--- config.mk ---
export PLATFORM = sky130hd
export DESIGN_NAME = chsup_top
export DESIGN_NICKNAME = d
export VERILOG_FILES = /design/src/inc/chsup_pkg.sv /design/src/core/chsup_status.sv /design/src/core/chsup_timer.sv /design/src/core/chsup_top.sv
export SDC_FILE = /design/constraint.sdc
export NUM_CORES = 1
export LEC_CHECK = 0
export BUFFER_PORTS_ARGS = -buffer_cell sky130_fd_sc_hd__buf_2
export CAP_MARGIN = 40
export CORE_ASPECT_RATIO = 0.5
export CORE_MARGIN = 2
export CORE_UTILIZATION = 45
export DETAILED_ROUTE_END_ITERATION = 8
export GPL_ROUTABILITY_DRIVEN = 0
export GPL_TIMING_DRIVEN = 0
export PLACE_DENSITY_LB_ADDON = 0.12
export SYNTH_ARGS = -nofsm -noshare
export SYNTH_HDL_FRONTEND = slang
export SYNTH_HIERARCHICAL = 1
export SYNTH_SLANG_ARGS = --single-unit
--- constraint.sdc ---
create_clock -name CORE_CLK -period 2.88 [get_ports CORE_CLK]
set_input_delay 0.864 -clock CORE_CLK [delete_from_list [all_inputs] [get_ports CORE_CLK]]
set_output_delay 0.864 -clock CORE_CLK [all_outputs]
set_load 0.05 [all_outputs]
--- src/inc/chsup_pkg.sv ---
// Package of constants for the charger supervisor
// Notes on behaviour
// - Zero duty demand keeps both switches off except the bootstrap recharge pulse.
// - Input supply at overvoltage threshold disables charging.
// - After output overvoltage, block high side until output below 102 percent.
// - Discharge sink on the output sense node is on exactly while charging.
// - Current above 160 percent of setpoint kills high side; resumes when below.
// - Die above 145 C shuts converter off until below 130 C.
// - New charge starts only with thermistor between cold and hot-start limits.
// - While charging, leaving cold-to-cutoff suspends until back in start window.
// - Suspending charge turns off both switching transistors.
// - Charging starts only with charge permit high and all other conditions met.
// - Falling edge of charge permit clears timers and latched faults; the code clears only the step timer and the output overvoltage latch.
// - An unconnected charge permit reads low, so charging stays off.
// - Supply-good pulled on when supply above undervoltage lock and sense-neg node.
// - Status on with permit high, off in sleep, blinking on faults or permit low.
// - Enabled with feedback below target gives constant current regulation.
// - Feedback at or above target but below overvoltage rise gives constant voltage.
// - Charging held off until 30 ms after power-up.
// - Sense-neg node above supply means sleep; no charging in sleep.
// - Each charge start ramps current limit in 8 steps of 1.6 ms.
package chsup_pkg;
	localparam int CLK_HZ = 40000000;
	localparam int PWRUP_MS = 30;
	localparam int PWRUP_CYC = PWRUP_MS * (CLK_HZ / 1000);
	localparam int STEP_US = 1600;
	localparam int STEP_CYC = STEP_US * (CLK_HZ / 1000000);
	localparam int SS_STEPS = 8;
	localparam int BLINK_MS = 1000;
	localparam int BLINK_HALF_CYC = (BLINK_MS / 2) * (CLK_HZ / 1000);
	localparam logic [3:0] SS_FULL = 4'h8;
	localparam logic [3:0] SS_START = 4'h1;
	typedef enum logic [1:0] {CHSUP_IDLE, CHSUP_CHARGE, CHSUP_SUSP} chsup_st_t;
	typedef enum logic [1:0] {CHSUP_OFF, CHSUP_CC, CHSUP_CV} chsup_mode_t;
endpackage

--- src/core/chsup_status.sv ---
// Status pin encoder: sleep off, faults blink, permit high on
`timescale 1ns/1ps
`default_nettype none
module chsup_status (
	input wire logic clk,
	input wire logic rst,
	input wire logic blink_tick,
	input wire logic sleep,
	input wire logic fault_blink,
	output logic stat_oe_n
);
	typedef struct packed {
		logic phase_ff;
		logic oe_n_ff;
	} chsup_sts_t;
	chsup_sts_t q_ff, nxt_q;
	always_comb begin
		nxt_q = q_ff;
		if (blink_tick) begin
			nxt_q.phase_ff = !q_ff.phase_ff;
		end
		if (sleep) begin
			nxt_q.oe_n_ff = 1'b1;
		end else if (fault_blink) begin
			nxt_q.oe_n_ff = !q_ff.phase_ff;
		end else begin
			nxt_q.oe_n_ff = 1'b0;
		end
	end
	always_ff @(posedge clk or posedge rst) begin
		if (rst) begin
			q_ff <= '{phase_ff: 1'b0, oe_n_ff: 1'b1};
		end else begin
			q_ff <= nxt_q;
		end
	end
	assign stat_oe_n = q_ff.oe_n_ff;
	sleep_off_a: assert property (@(posedge clk) disable iff (rst)
		sleep |=> stat_oe_n) else $error("status driven in sleep");
	steady_on_a: assert property (@(posedge clk) disable iff (rst)
		(!sleep && !fault_blink) |=> !stat_oe_n) else $error("status not on");
endmodule
`default_nettype wire

--- src/core/chsup_timer.sv ---
// Cycle counter that pulses once at terminal count, with clear
`timescale 1ns/1ps
`default_nettype none
module chsup_timer #(
	parameter int COUNT = 16
) (
	input wire logic clk,
	input wire logic rst,
	input wire logic run,
	input wire logic clr,
	output logic tick
);
	typedef struct packed {
		logic [31:0] cnt_ff;
		logic tick_ff;
	} chsup_tmr_t;
	chsup_tmr_t q_ff, nxt_q;
	always_comb begin
		nxt_q = q_ff;
		nxt_q.tick_ff = 1'b0;
		if (clr || !run) begin
			nxt_q.cnt_ff = 32'h0;
		end else if (q_ff.cnt_ff == 32'(COUNT - 1)) begin
			nxt_q.cnt_ff = 32'h0;
			nxt_q.tick_ff = 1'b1;
		end else begin
			nxt_q.cnt_ff = q_ff.cnt_ff + 32'h1;
		end
	end
	always_ff @(posedge clk or posedge rst) begin
		if (rst) begin
			q_ff <= '0;
		end else begin
			q_ff <= nxt_q;
		end
	end
	assign tick = q_ff.tick_ff;
	tick_spacing_a: assert property (@(posedge clk) disable iff (rst)
		tick |=> !tick) else $error("timer tick lasted more than one cycle");
endmodule
`default_nettype wire

--- src/core/chsup_top.sv ---
// Supervisory control for a switched-mode capacitor charger
`timescale 1ns/1ps
`default_nettype none
module chsup_top #(
	parameter int PWRUP_CYCLES = chsup_pkg::PWRUP_CYC,
	parameter int STEP_CYCLES = chsup_pkg::STEP_CYC,
	parameter int BLINK_HALF_CYCLES = chsup_pkg::BLINK_HALF_CYC
) (
	input wire logic CORE_CLK,
	input wire logic RST,
	input wire logic CHARGE_PERMIT,
	input wire logic SUPPLY_ABOVE_SUPPLY_UNDERVOLTAGE_LOCK,
	input wire logic SENSE_NEG_ABOVE_SUPPLY,
	input wire logic INPUT_OVERVOLTAGE,
	input wire logic OUTPUT_ABOVE_OV,
	input wire logic OUTPUT_BELOW_102,
	input wire logic OVERCURRENT_160,
	input wire logic DIE_ABOVE_145,
	input wire logic DIE_BELOW_130,
	input wire logic THERM_ABOVE_COLD,
	input wire logic THERM_ABOVE_HOT_START,
	input wire logic THERM_ABOVE_HOT_CUTOFF,
	input wire logic FEEDBACK_BELOW_TARGET,
	input wire logic ZERO_DUTY,
	input wire logic PWM_DEMAND,
	input wire logic BOOT_RECHARGE,
	output logic HIGH_SIDE_ON,
	output logic LOW_SIDE_ON,
	output logic DISCHARGE_SINK_ON,
	output logic CHARGING,
	output logic CC_MODE,
	output logic CV_MODE,
	output logic [3:0] CURRENT_LIMIT_STEP,
	output logic SUPPLY_GOOD_OE_N,
	output logic SUPPLY_GOOD_OUT,
	output logic STATUS_OE_N,
	output logic STATUS_OUT
);
	typedef struct packed {
		chsup_pkg::chsup_st_t st_ff;
		chsup_pkg::chsup_mode_t mode_ff;
		logic permit_d_ff;
		logic pwrup_done_ff;
		logic die_hot_ff;
		logic out_ov_ff;
		logic [3:0] ss_ff;
		logic hs_ff;
		logic ls_ff;
		logic sink_ff;
		logic pg_oe_n_ff;
	} chsup_state_t;
	chsup_state_t q_ff, nxt_q;
	logic pwr_tick, step_tick, blink_tick;
	logic permit_fall, sleep, start_ok, run_ok, therm_start_ok, therm_run_ok, blink_fault;

	// Charge permit is taken as low when floating by the pin pulldown
	assign permit_fall = q_ff.permit_d_ff && !CHARGE_PERMIT;
	assign sleep = SENSE_NEG_ABOVE_SUPPLY;
	assign therm_start_ok = THERM_ABOVE_COLD && !THERM_ABOVE_HOT_START;
	assign therm_run_ok = THERM_ABOVE_COLD && !THERM_ABOVE_HOT_CUTOFF;
	// Shared qualifiers for starting and continuing a charge
	assign run_ok = CHARGE_PERMIT && SUPPLY_ABOVE_SUPPLY_UNDERVOLTAGE_LOCK && !sleep && !INPUT_OVERVOLTAGE
		&& q_ff.pwrup_done_ff && !q_ff.die_hot_ff && !permit_fall;
	assign start_ok = run_ok && therm_start_ok;
	assign blink_fault = !CHARGE_PERMIT || INPUT_OVERVOLTAGE || q_ff.out_ov_ff
		|| q_ff.die_hot_ff || q_ff.st_ff == chsup_pkg::CHSUP_SUSP;

	chsup_timer #(.COUNT(PWRUP_CYCLES)) u_pwrup (
		.clk(CORE_CLK),
		.rst(RST),
		.run(!q_ff.pwrup_done_ff),
		.clr(1'b0),
		.tick(pwr_tick)
	);
	chsup_timer #(.COUNT(STEP_CYCLES)) u_step (
		.clk(CORE_CLK),
		.rst(RST),
		.run(q_ff.st_ff == chsup_pkg::CHSUP_CHARGE && q_ff.ss_ff != chsup_pkg::SS_FULL),
		.clr(permit_fall),
		.tick(step_tick)
	);
	chsup_timer #(.COUNT(BLINK_HALF_CYCLES)) u_blink (
		.clk(CORE_CLK),
		.rst(RST),
		.run(1'b1),
		.clr(1'b0),
		.tick(blink_tick)
	);
	chsup_status u_status (
		.clk(CORE_CLK),
		.rst(RST),
		.blink_tick(blink_tick),
		.sleep(sleep),
		.fault_blink(blink_fault),
		.stat_oe_n(STATUS_OE_N)
	);

	always_comb begin
		nxt_q = q_ff;
		nxt_q.permit_d_ff = CHARGE_PERMIT;
		if (pwr_tick) begin
			nxt_q.pwrup_done_ff = 1'b1;
		end
		// Hysteresis: set above 145, cleared only below 130
		if (DIE_ABOVE_145) begin
			nxt_q.die_hot_ff = 1'b1;
		end else if (DIE_BELOW_130) begin
			nxt_q.die_hot_ff = 1'b0;
		end
		// Latched until output drops under 102 percent or permit falls; new overvoltage wins
		if (OUTPUT_ABOVE_OV) begin
			nxt_q.out_ov_ff = 1'b1;
		end else if (OUTPUT_BELOW_102 || permit_fall) begin
			nxt_q.out_ov_ff = 1'b0;
		end
		case (q_ff.st_ff)
			chsup_pkg::CHSUP_IDLE: begin
				if (start_ok) begin
					nxt_q.st_ff = chsup_pkg::CHSUP_CHARGE;
					nxt_q.ss_ff = chsup_pkg::SS_START;
				end else if (run_ok) begin
					nxt_q.st_ff = chsup_pkg::CHSUP_SUSP;
				end
			end
			chsup_pkg::CHSUP_CHARGE: begin
				if (!run_ok) begin
					nxt_q.st_ff = chsup_pkg::CHSUP_IDLE;
					nxt_q.ss_ff = 4'h0;
				end else if (!therm_run_ok) begin
					nxt_q.st_ff = chsup_pkg::CHSUP_SUSP;
					nxt_q.ss_ff = 4'h0;
				end else if (step_tick && q_ff.ss_ff != chsup_pkg::SS_FULL) begin
					nxt_q.ss_ff = q_ff.ss_ff + 4'h1;
				end
			end
			chsup_pkg::CHSUP_SUSP: begin
				if (!run_ok) begin
					nxt_q.st_ff = chsup_pkg::CHSUP_IDLE;
				end else if (therm_start_ok) begin
					nxt_q.st_ff = chsup_pkg::CHSUP_CHARGE;
					nxt_q.ss_ff = chsup_pkg::SS_START;
				end
			end
			default: begin
				nxt_q.st_ff = chsup_pkg::CHSUP_IDLE;
				nxt_q.ss_ff = 4'h0;
			end
		endcase
		if (nxt_q.st_ff != chsup_pkg::CHSUP_CHARGE) begin
			nxt_q.mode_ff = chsup_pkg::CHSUP_OFF;
		end else if (FEEDBACK_BELOW_TARGET) begin
			nxt_q.mode_ff = chsup_pkg::CHSUP_CC;
		end else if (!OUTPUT_ABOVE_OV) begin
			nxt_q.mode_ff = chsup_pkg::CHSUP_CV;
		end else begin
			nxt_q.mode_ff = chsup_pkg::CHSUP_OFF;
		end
		nxt_q.sink_ff = nxt_q.st_ff == chsup_pkg::CHSUP_CHARGE;
		// Gate drive: suspend turns both switches off; zero duty leaves only the bootstrap pulse
		if (nxt_q.st_ff != chsup_pkg::CHSUP_CHARGE) begin
			nxt_q.hs_ff = 1'b0;
			nxt_q.ls_ff = 1'b0;
		end else if (ZERO_DUTY) begin
			nxt_q.hs_ff = 1'b0;
			nxt_q.ls_ff = BOOT_RECHARGE;
		end else begin
			nxt_q.hs_ff = PWM_DEMAND && !OVERCURRENT_160 && !nxt_q.out_ov_ff;
			nxt_q.ls_ff = !nxt_q.hs_ff && (!PWM_DEMAND || BOOT_RECHARGE);
		end
		nxt_q.pg_oe_n_ff = !(SUPPLY_ABOVE_SUPPLY_UNDERVOLTAGE_LOCK && !SENSE_NEG_ABOVE_SUPPLY);
	end

	always_ff @(posedge CORE_CLK or posedge RST) begin
		if (RST) begin
			q_ff <= '{st_ff: chsup_pkg::CHSUP_IDLE, mode_ff: chsup_pkg::CHSUP_OFF,
				pg_oe_n_ff: 1'b1, default: '0};
		end else begin
			q_ff <= nxt_q;
		end
	end

	// Open-drain pins only ever pull low
	assign HIGH_SIDE_ON = q_ff.hs_ff;
	assign LOW_SIDE_ON = q_ff.ls_ff;
	assign DISCHARGE_SINK_ON = q_ff.sink_ff;
	assign CHARGING = q_ff.st_ff == chsup_pkg::CHSUP_CHARGE;
	assign CC_MODE = q_ff.mode_ff == chsup_pkg::CHSUP_CC;
	assign CV_MODE = q_ff.mode_ff == chsup_pkg::CHSUP_CV;
	assign CURRENT_LIMIT_STEP = q_ff.ss_ff;
	assign SUPPLY_GOOD_OE_N = q_ff.pg_oe_n_ff;
	assign SUPPLY_GOOD_OUT = 1'b0;
	assign STATUS_OUT = 1'b0;

	zero_duty_off_a: assert property (@(posedge CORE_CLK) disable iff (RST)
		(ZERO_DUTY && !BOOT_RECHARGE) |=> !HIGH_SIDE_ON && !LOW_SIDE_ON)
		else $error("switch on at zero duty");
	in_ov_stop_a: assert property (@(posedge CORE_CLK) disable iff (RST)
		INPUT_OVERVOLTAGE |=> !CHARGING) else $error("charging during input overvoltage");
	out_ov_block_a: assert property (@(posedge CORE_CLK) disable iff (RST)
		OUTPUT_ABOVE_OV |=> !HIGH_SIDE_ON) else $error("high side on in overvoltage");
	sink_follows_a: assert property (@(posedge CORE_CLK) disable iff (RST)
		DISCHARGE_SINK_ON == CHARGING) else $error("sink not matching charge");
	overcur_cut_a: assert property (@(posedge CORE_CLK) disable iff (RST)
		OVERCURRENT_160 |=> !HIGH_SIDE_ON) else $error("high side on in overcurrent");
	die_hyst_a: assert property (@(posedge CORE_CLK) disable iff (RST)
		DIE_ABOVE_145 ##1 (!DIE_BELOW_130)[*2] |=> !CHARGING)
		else $error("charging before die cooled");
	start_window_a: assert property (@(posedge CORE_CLK) disable iff (RST)
		(!CHARGING && $rose(CHARGING) == 1'b0 ##1 $rose(CHARGING)) |->
		$past(THERM_ABOVE_COLD) && !$past(THERM_ABOVE_HOT_START))
		else $error("start outside thermistor window");
	cutoff_stop_a: assert property (@(posedge CORE_CLK) disable iff (RST)
		(CHARGING && THERM_ABOVE_HOT_CUTOFF) |=> !CHARGING)
		else $error("charging past hot cutoff");
	permit_low_a: assert property (@(posedge CORE_CLK) disable iff (RST)
		!CHARGE_PERMIT |=> !CHARGING && !HIGH_SIDE_ON) else $error("charge without permit");
	fall_clear_a: assert property (@(posedge CORE_CLK) disable iff (RST)
		$fell(CHARGE_PERMIT) && !OUTPUT_ABOVE_OV |=> !q_ff.out_ov_ff)
		else $error("fault kept after permit fall");
	supply_good_a: assert property (@(posedge CORE_CLK) disable iff (RST)
		SUPPLY_ABOVE_SUPPLY_UNDERVOLTAGE_LOCK && !SENSE_NEG_ABOVE_SUPPLY |=> !SUPPLY_GOOD_OE_N)
		else $error("supply good not asserted");
	mode_cc_a: assert property (@(posedge CORE_CLK) disable iff (RST)
		CC_MODE |-> CHARGING && !CV_MODE) else $error("constant current out of charge");
	pwrup_hold_a: assert property (@(posedge CORE_CLK) disable iff (RST)
		!q_ff.pwrup_done_ff |-> !CHARGING) else $error("charge before power-up delay");
	sleep_stop_a: assert property (@(posedge CORE_CLK) disable iff (RST)
		SENSE_NEG_ABOVE_SUPPLY |=> !CHARGING) else $error("charging in sleep");
	ramp_start_a: assert property (@(posedge CORE_CLK) disable iff (RST)
		$rose(CHARGING) |-> CURRENT_LIMIT_STEP == chsup_pkg::SS_START)
		else $error("ramp not restarted");
endmodule
`default_nettype wire

# After elaboration in Yosys (flattened, before gate mapping)
# Index checks and enable logic that the tools add are counted.
[totals] regBits=117 inputBits=18 out_inout_bits=14 wordCells=112
[op_classes] add_sub_neg=4 eq_ne=14 mux=35 n_reduce_logical=40
[op_table] op="$mux 32" n=5
[op_table] op="$add 32x1->32 const B" n=3
[op_table] op="$eq 32x16->1 const B" n=1
[op_table] op="$eq 32x21->1 const B" n=1
[op_table] op="$eq 32x25->1 const B" n=1
[op_table] op="$mux 4" n=6
[op_table] op="$mux 2" n=11
[op_table] op="$logic_and 1x1->1" n=16
[op_table] op="$logic_not 1->1" n=14
[op_table] op="$pmux 4 s3" n=1
[op_table] op="$mux 1" n=11
[op_table] op="$logic_or 1x1->1" n=7
[op_table] op="$eq 2x1->1 const B" n=3
[op_table] op="$ne 2x2->1 const B" n=3
[op_table] op="$pmux 2 s3" n=1
[op_table] op="$add 4x1->4 const B" n=1
[op_table] op="$eq 2x2->1 const B" n=2
[op_table] op="$ne 4x3->1 const B" n=1
[op_table] op="$ne 4x4->1 const B" n=1
[op_table] op="$reduce_and 4->1" n=1
[op_table] op="$logic_not 2->1" n=1
[op_table] op="$ne 2x1->1 const B" n=1
[op_table] op="$reduce_bool 2->1" n=1

# Logic depth before layout (Yosys ltp)
[logic_depth] depth_word=11 ltp_mapped=11 depth_no_buf=8

# Cells and area by module
# The synthesis kept the hierarchy.
[by_module_without_submodules] mod="chsup_timer at u_blink" n_inst=1 cells_each=183 area_each_um2=1752.9
[by_module_without_submodules] mod="chsup_timer at u_pwrup" n_inst=1 cells_each=186 area_each_um2=1750.4
[by_module_without_submodules] mod="chsup_timer at u_step" n_inst=1 cells_each=174 area_each_um2=1662.8
[by_module_without_submodules] mod="chsup_top" n_inst=1 cells_each=86 area_each_um2=850.8
[by_module_without_submodules] mod="chsup_status" n_inst=1 cells_each=6 area_each_um2=75.1

# Worst setup path before layout
# No wires, ideal clock.
[synth_path] kind="register -> register" from="register u_pwrup/q_ff[1] (netlist bit)" to="register u_pwrup/q_ff[29] (netlist bit)" setup_time_ns=0.134 t_arrival_ns=1.891 setup_slack_ns=0.855 stages_incl_launch_ff=8 path_buffers=2 period_less_slack_ns=2.025 cell_sequence="dfrtp_1 > ha_1 > nand3_1 > or4_1 > buf_2 > buf_2 > o41ai_1 > a21oi_1"
[synth_lines] element="start: declaration" line_no="chsup_timer.sv:17" rtl="chsup_tmr_t q_ff, nxt_q;"
[synth_lines] element="start signal: assignment" line_no="chsup_timer.sv:34" rtl="q_ff <= nxt_q;"

==> flow_summary_export.csv <==
group,metric,value,unit
timing,finalCriticalPeriod,2280,ps
worst_setup_path,cp_slowest_stage_delay,560,ps
drt,viasPerCell,5.53,
layout,nNetsFinal,715,
worst_setup_path,worstSetupEndpointType,"flop",
worst_setup_path,r2r_cells,7,
timing,fin_worst_skew,9.01,ps
timing,maxSlewViolCount,0,
drt,ant_nets,0,
clocking,clock-sinks,117,
drt,wl_per_cell,14.9,um
worst_setup_path,crit_chain,"ha_1 -> nand3_1 -> or4_1 -> buf_2 -> buf_2 -> o41ai_1 -> a21oi_1",
global_route,busiest_layer,"met2",
worst_setup_path,required,3160,ps
clocking,clockBufferDepth,2,
synthesis,yosys-top-cells-area,"dfrtp_1 (47%), nor2_1 (5.5%), xor2_1 (4.7%)",
synthesis,synth_seq_cells,117,
synthesis,yosys.area_share.simple,29.3,%
synthesis,synth_top_family_by_area,"simple AND/OR/NAND/NOR gates",
global_route,grt_util_met2,32.1,%
global_route,use_met1,26.4,%
drt,drt_wl_total,13100,um
synthesis,avgSynthCellArea,9.59,um2
worst_setup_path,path_buf_inv,2,
drt,firstDrtPassIters,5,
worst_setup_path,cp_slowest_cell,"or4_1",
worst_setup_path,cp_common_cell,"buf_2",
floorplanning,io_pins,32,
layout,fill_cells,1137,
floorplanning,die_area,0.0145,mm2
floorplanning,rows,29,
synthesis,yosys.area.top_type_share,47.2,%
synthesis,syn_inst,635,
timing,maxSlewHeadroom,45.4,%
clocking,cts_root_buf,"clkbuf_16",
worst_setup_path,worstPathArrival,2560,ps
timing,setup_viol,0,
global_route,overflow,0,
synthesis,synth.mux.area_fraction,0.164,%
worst_setup_path,worst-path-max-fanout,10,
power,peakVddDrop,0.000313,V
synthesis,ys_warn_count,6,
placed_design,hpwl,8990,um
worst_setup_path,reg2reg_slack,600,ps
floorplanning,dieWidth,169,um
clocking,ctsHtreeMaxLevel,4,
clocking,cts_made_buffers,17,
clocking,cts_tree,"built",
worst_setup_path,cp-start-kind,"flop",
clocking,post_cts_buffers,0,
drt,drc,0,
run_status,outcome,"finished clean",
global_route,grt_use_total,19.7,%
global_route,grtUsageMet3,4.84,%
drt,drt_iter0_markers,291,
floorplanning,fp.coreArea,0.0130,mm2
synthesis,synth_enable_flop_cells,0,
synthesis,synthAdderAreaFrac,1.03,%
synthesis,ys_types,64,
global_route,grt_max_degree,21,
synthesis,synth_xor_area_share,8.77,%
timing,hold_viol,0,
timing,tightest_slew,819,ps
worst_setup_path,crit_start,"u_pwrup/q_ff[1]$_DFF_PP0_",
layout,n_antenna_cell,0,
global_route,antenna_found_initial,0,
power,leakagePower,2.99,nW
clocking,ctsHoldBuffers,0,
timing,tns,0,ps
job,drv_cap,0,
layout,drive_gt1_share,15.6,%
worst_setup_path,r2r_end,"u_pwrup/q_ff[29]$_DFF_PP0_",
global_route,grt_pass1_wl,23100,um
placed_design,post-place-ws,571,ps
clocking,clock_latency,410,ps
placed_design,portBuffers,29,
synthesis,ys_async_sr_fraction,100,%
floorplanning,die_y,86.3,um
timing,period_share,79.1,%
worst_setup_path,rr_startpoint,"u_pwrup/q_ff[1]$_DFF_PP0_",
synthesis,synth_seq_area_share,48.1,%
floorplanning,initial_core_util,47.0,%
clocking,clk_pin_slew,60,ps
worst_setup_path,critPathKind,"reg2reg",
synthesis,synth_area,0.00609,mm2
timing,setup_slack,602,ps
synthesis,ys.flop_type,"dfrtp_1",
worst_setup_path,critical-path-top-delay-family,"simple AND/OR/NAND/NOR gates",
layout,syn2layout_area_growth,17.4,%
power,power.density,540,mW/mm2
timing,rsz0062_at_grt,"false",
global_route,grt_pass1_vias,4785,
synthesis,post-synth-top-area-cell,"dfrtp_1",
worst_hold_path,hold_class,"in2async",
drt,num_vias,4840,
synthesis,synth_compound_area_share,8.38,%
clocking,post_cts_resized,0,
timing,fmaxAchievable,439,MHz
## synthesized netlist by cell type (8+ instances only)
| library cell | count |
|---|---|
| o21ai_0 | 15 |
| and4_1 | 8 |
| inv_1 | 23 |
| nand4_1 | 29 |
| nand2_1 | 41 |
| dfrtp_1 | 115 |
| nor3_1 | 9 |
| or3_1 | 14 |
| nand3_1 | 37 |
| nor2_1 | 90 |
| o31ai_1 | 8 |
| xor2_1 | 33 |
| a21oi_1 | 30 |
| nor4_1 | 16 |
| or4_1 | 14 |
| nand2b_1 | 8 |
| buf_2 | 11 |
| xnor2_1 | 28 |
| and3_1 | 17 |
## cell families (layout without fill, tap and decap cells)
group                    after synthesis  after routing
AND/OR/NAND/NOR                      320            320
buffers and inverters                 50            115
flip-flops                           117            117
other                                  2              7
adder cells (fa/ha/maj)                5              5
XOR/XNOR                              61             61
AO/OA/AOI/OAI                         79             79
multiplexers                           1              1
## placed cells by master (no fill, tap or decap), types with 4 or more instances in the layout
cell type   instances
o31ai_1             8
nand4_1            29
a31oi_1             4
xor2_1             33
clkbuf_16          17
nor4b_1             5
dfrtp_1           115
and2_1              5
inv_1              23
or3_1              14
nand2b_1            8
and4_1              8
clkbuf_1            6
clkinvlp_4          4
ha_1                5
nor3_1              9
nor2_1             90
o21ai_0            15
buf_4               6
and3_1             17
buf_2              40
nor4_1             16
conb_1              7
xnor2_1            28
a21oi_1            30
nand3_1            37
nor2b_1             4
or4_1              14
buf_6               4
nand2_1            41
clkinv_4            4
## where the power goes
| group | internal (W) | leakage (nW) | switching (W) |
|---|---|---|---|
| Clock | 0.00128 | 0.276 | 0.000801 |
| Sequential | 0.00166 | 1.61 | 0.00000726 |
| Combinational | 0.0000404 | 1.10 | 0.0000831 |
## layer usage
| metal | part of all wire [%] | wire, um |
|---|---|---|
| met1 | 48 | 6330 |
| met4 | 0.81 | 106 |
| met5 | 0 | 0 |
| met3 | 3.1 | 405 |
| met2 | 48 | 6220 |
## state kept, by name (all words and copies together) (netlist names)
name / cells
CURRENT_LIMIT_STEP: 4
SUPPLY_GOOD_OE_N: 1
u_blink/q_ff: 32
u_pwrup/q_ff: 32
u_status/stat_oe_n: 1
HIGH_SIDE_ON: 1
u_blink/tick: 1
u_step/q_ff: 32
u_step/tick: 1
LOW_SIDE_ON: 1
DISCHARGE_SINK_ON: 1
q_ff: 8
u_pwrup/tick: 1
u_status/q_ff: 1
## worst max-delay path by stage
stage / slack (ps) / cells after the start / endpoint
6_report: 600 / 7 / u_pwrup/q_ff[29]$_DFF_PP0_
5_1_grt: 370 / 6 / u_blink/q_ff[29]$_DFF_PP0_
4_1_cts: 590 / 7 / u_pwrup/q_ff[29]$_DFF_PP0_
3_5_place_dp: 570 / 8 / u_step/q_ff[2]$_DFF_PP0_
3_3_place_gp: 580 / 8 / u_step/q_ff[7]$_DFF_PP0_
2_1_floorplan: 860 / 7 / u_pwrup/q_ff[29]$_DFF_PP0_
## metrics by stage
stage | hold WS, ps | std cells | total power, W | instance area, um2 | util, %
2_1_floorplan | 410 | 640 | 0.00176 | 6110 | -
3_3_place_gp | 417 | 839 | 0.00180 | 6470 | 49.9
3_5_place_dp | 419 | 843 | 0.00182 | 6570 | 50.7
4_1_cts | 335 | 875 | 0.00393 | 7150 | 55.2
5_1_grt | 346 | 875 | 0.00403 | 7150 | 55.2
6_report | 352 | 875 | 0.00386 | 7150 | 55.2
## layout make-up
class / count / area (um2) / area share, %
sequential: 117 / 2930 / 41.0
multi-input combinational: 473 / 2930 / 40.9
buffer: 27 / 168 / 2.35
clock buffer: 17 / 425 / 5.95
inverter: 23 / 86.3 / 1.21
tap: 170 / 213 / 2.98
clock inverter: 15 / 158 / 2.21
timing repair buffer: 33 / 243 / 3.40
(Power assumes the default switching activity.)
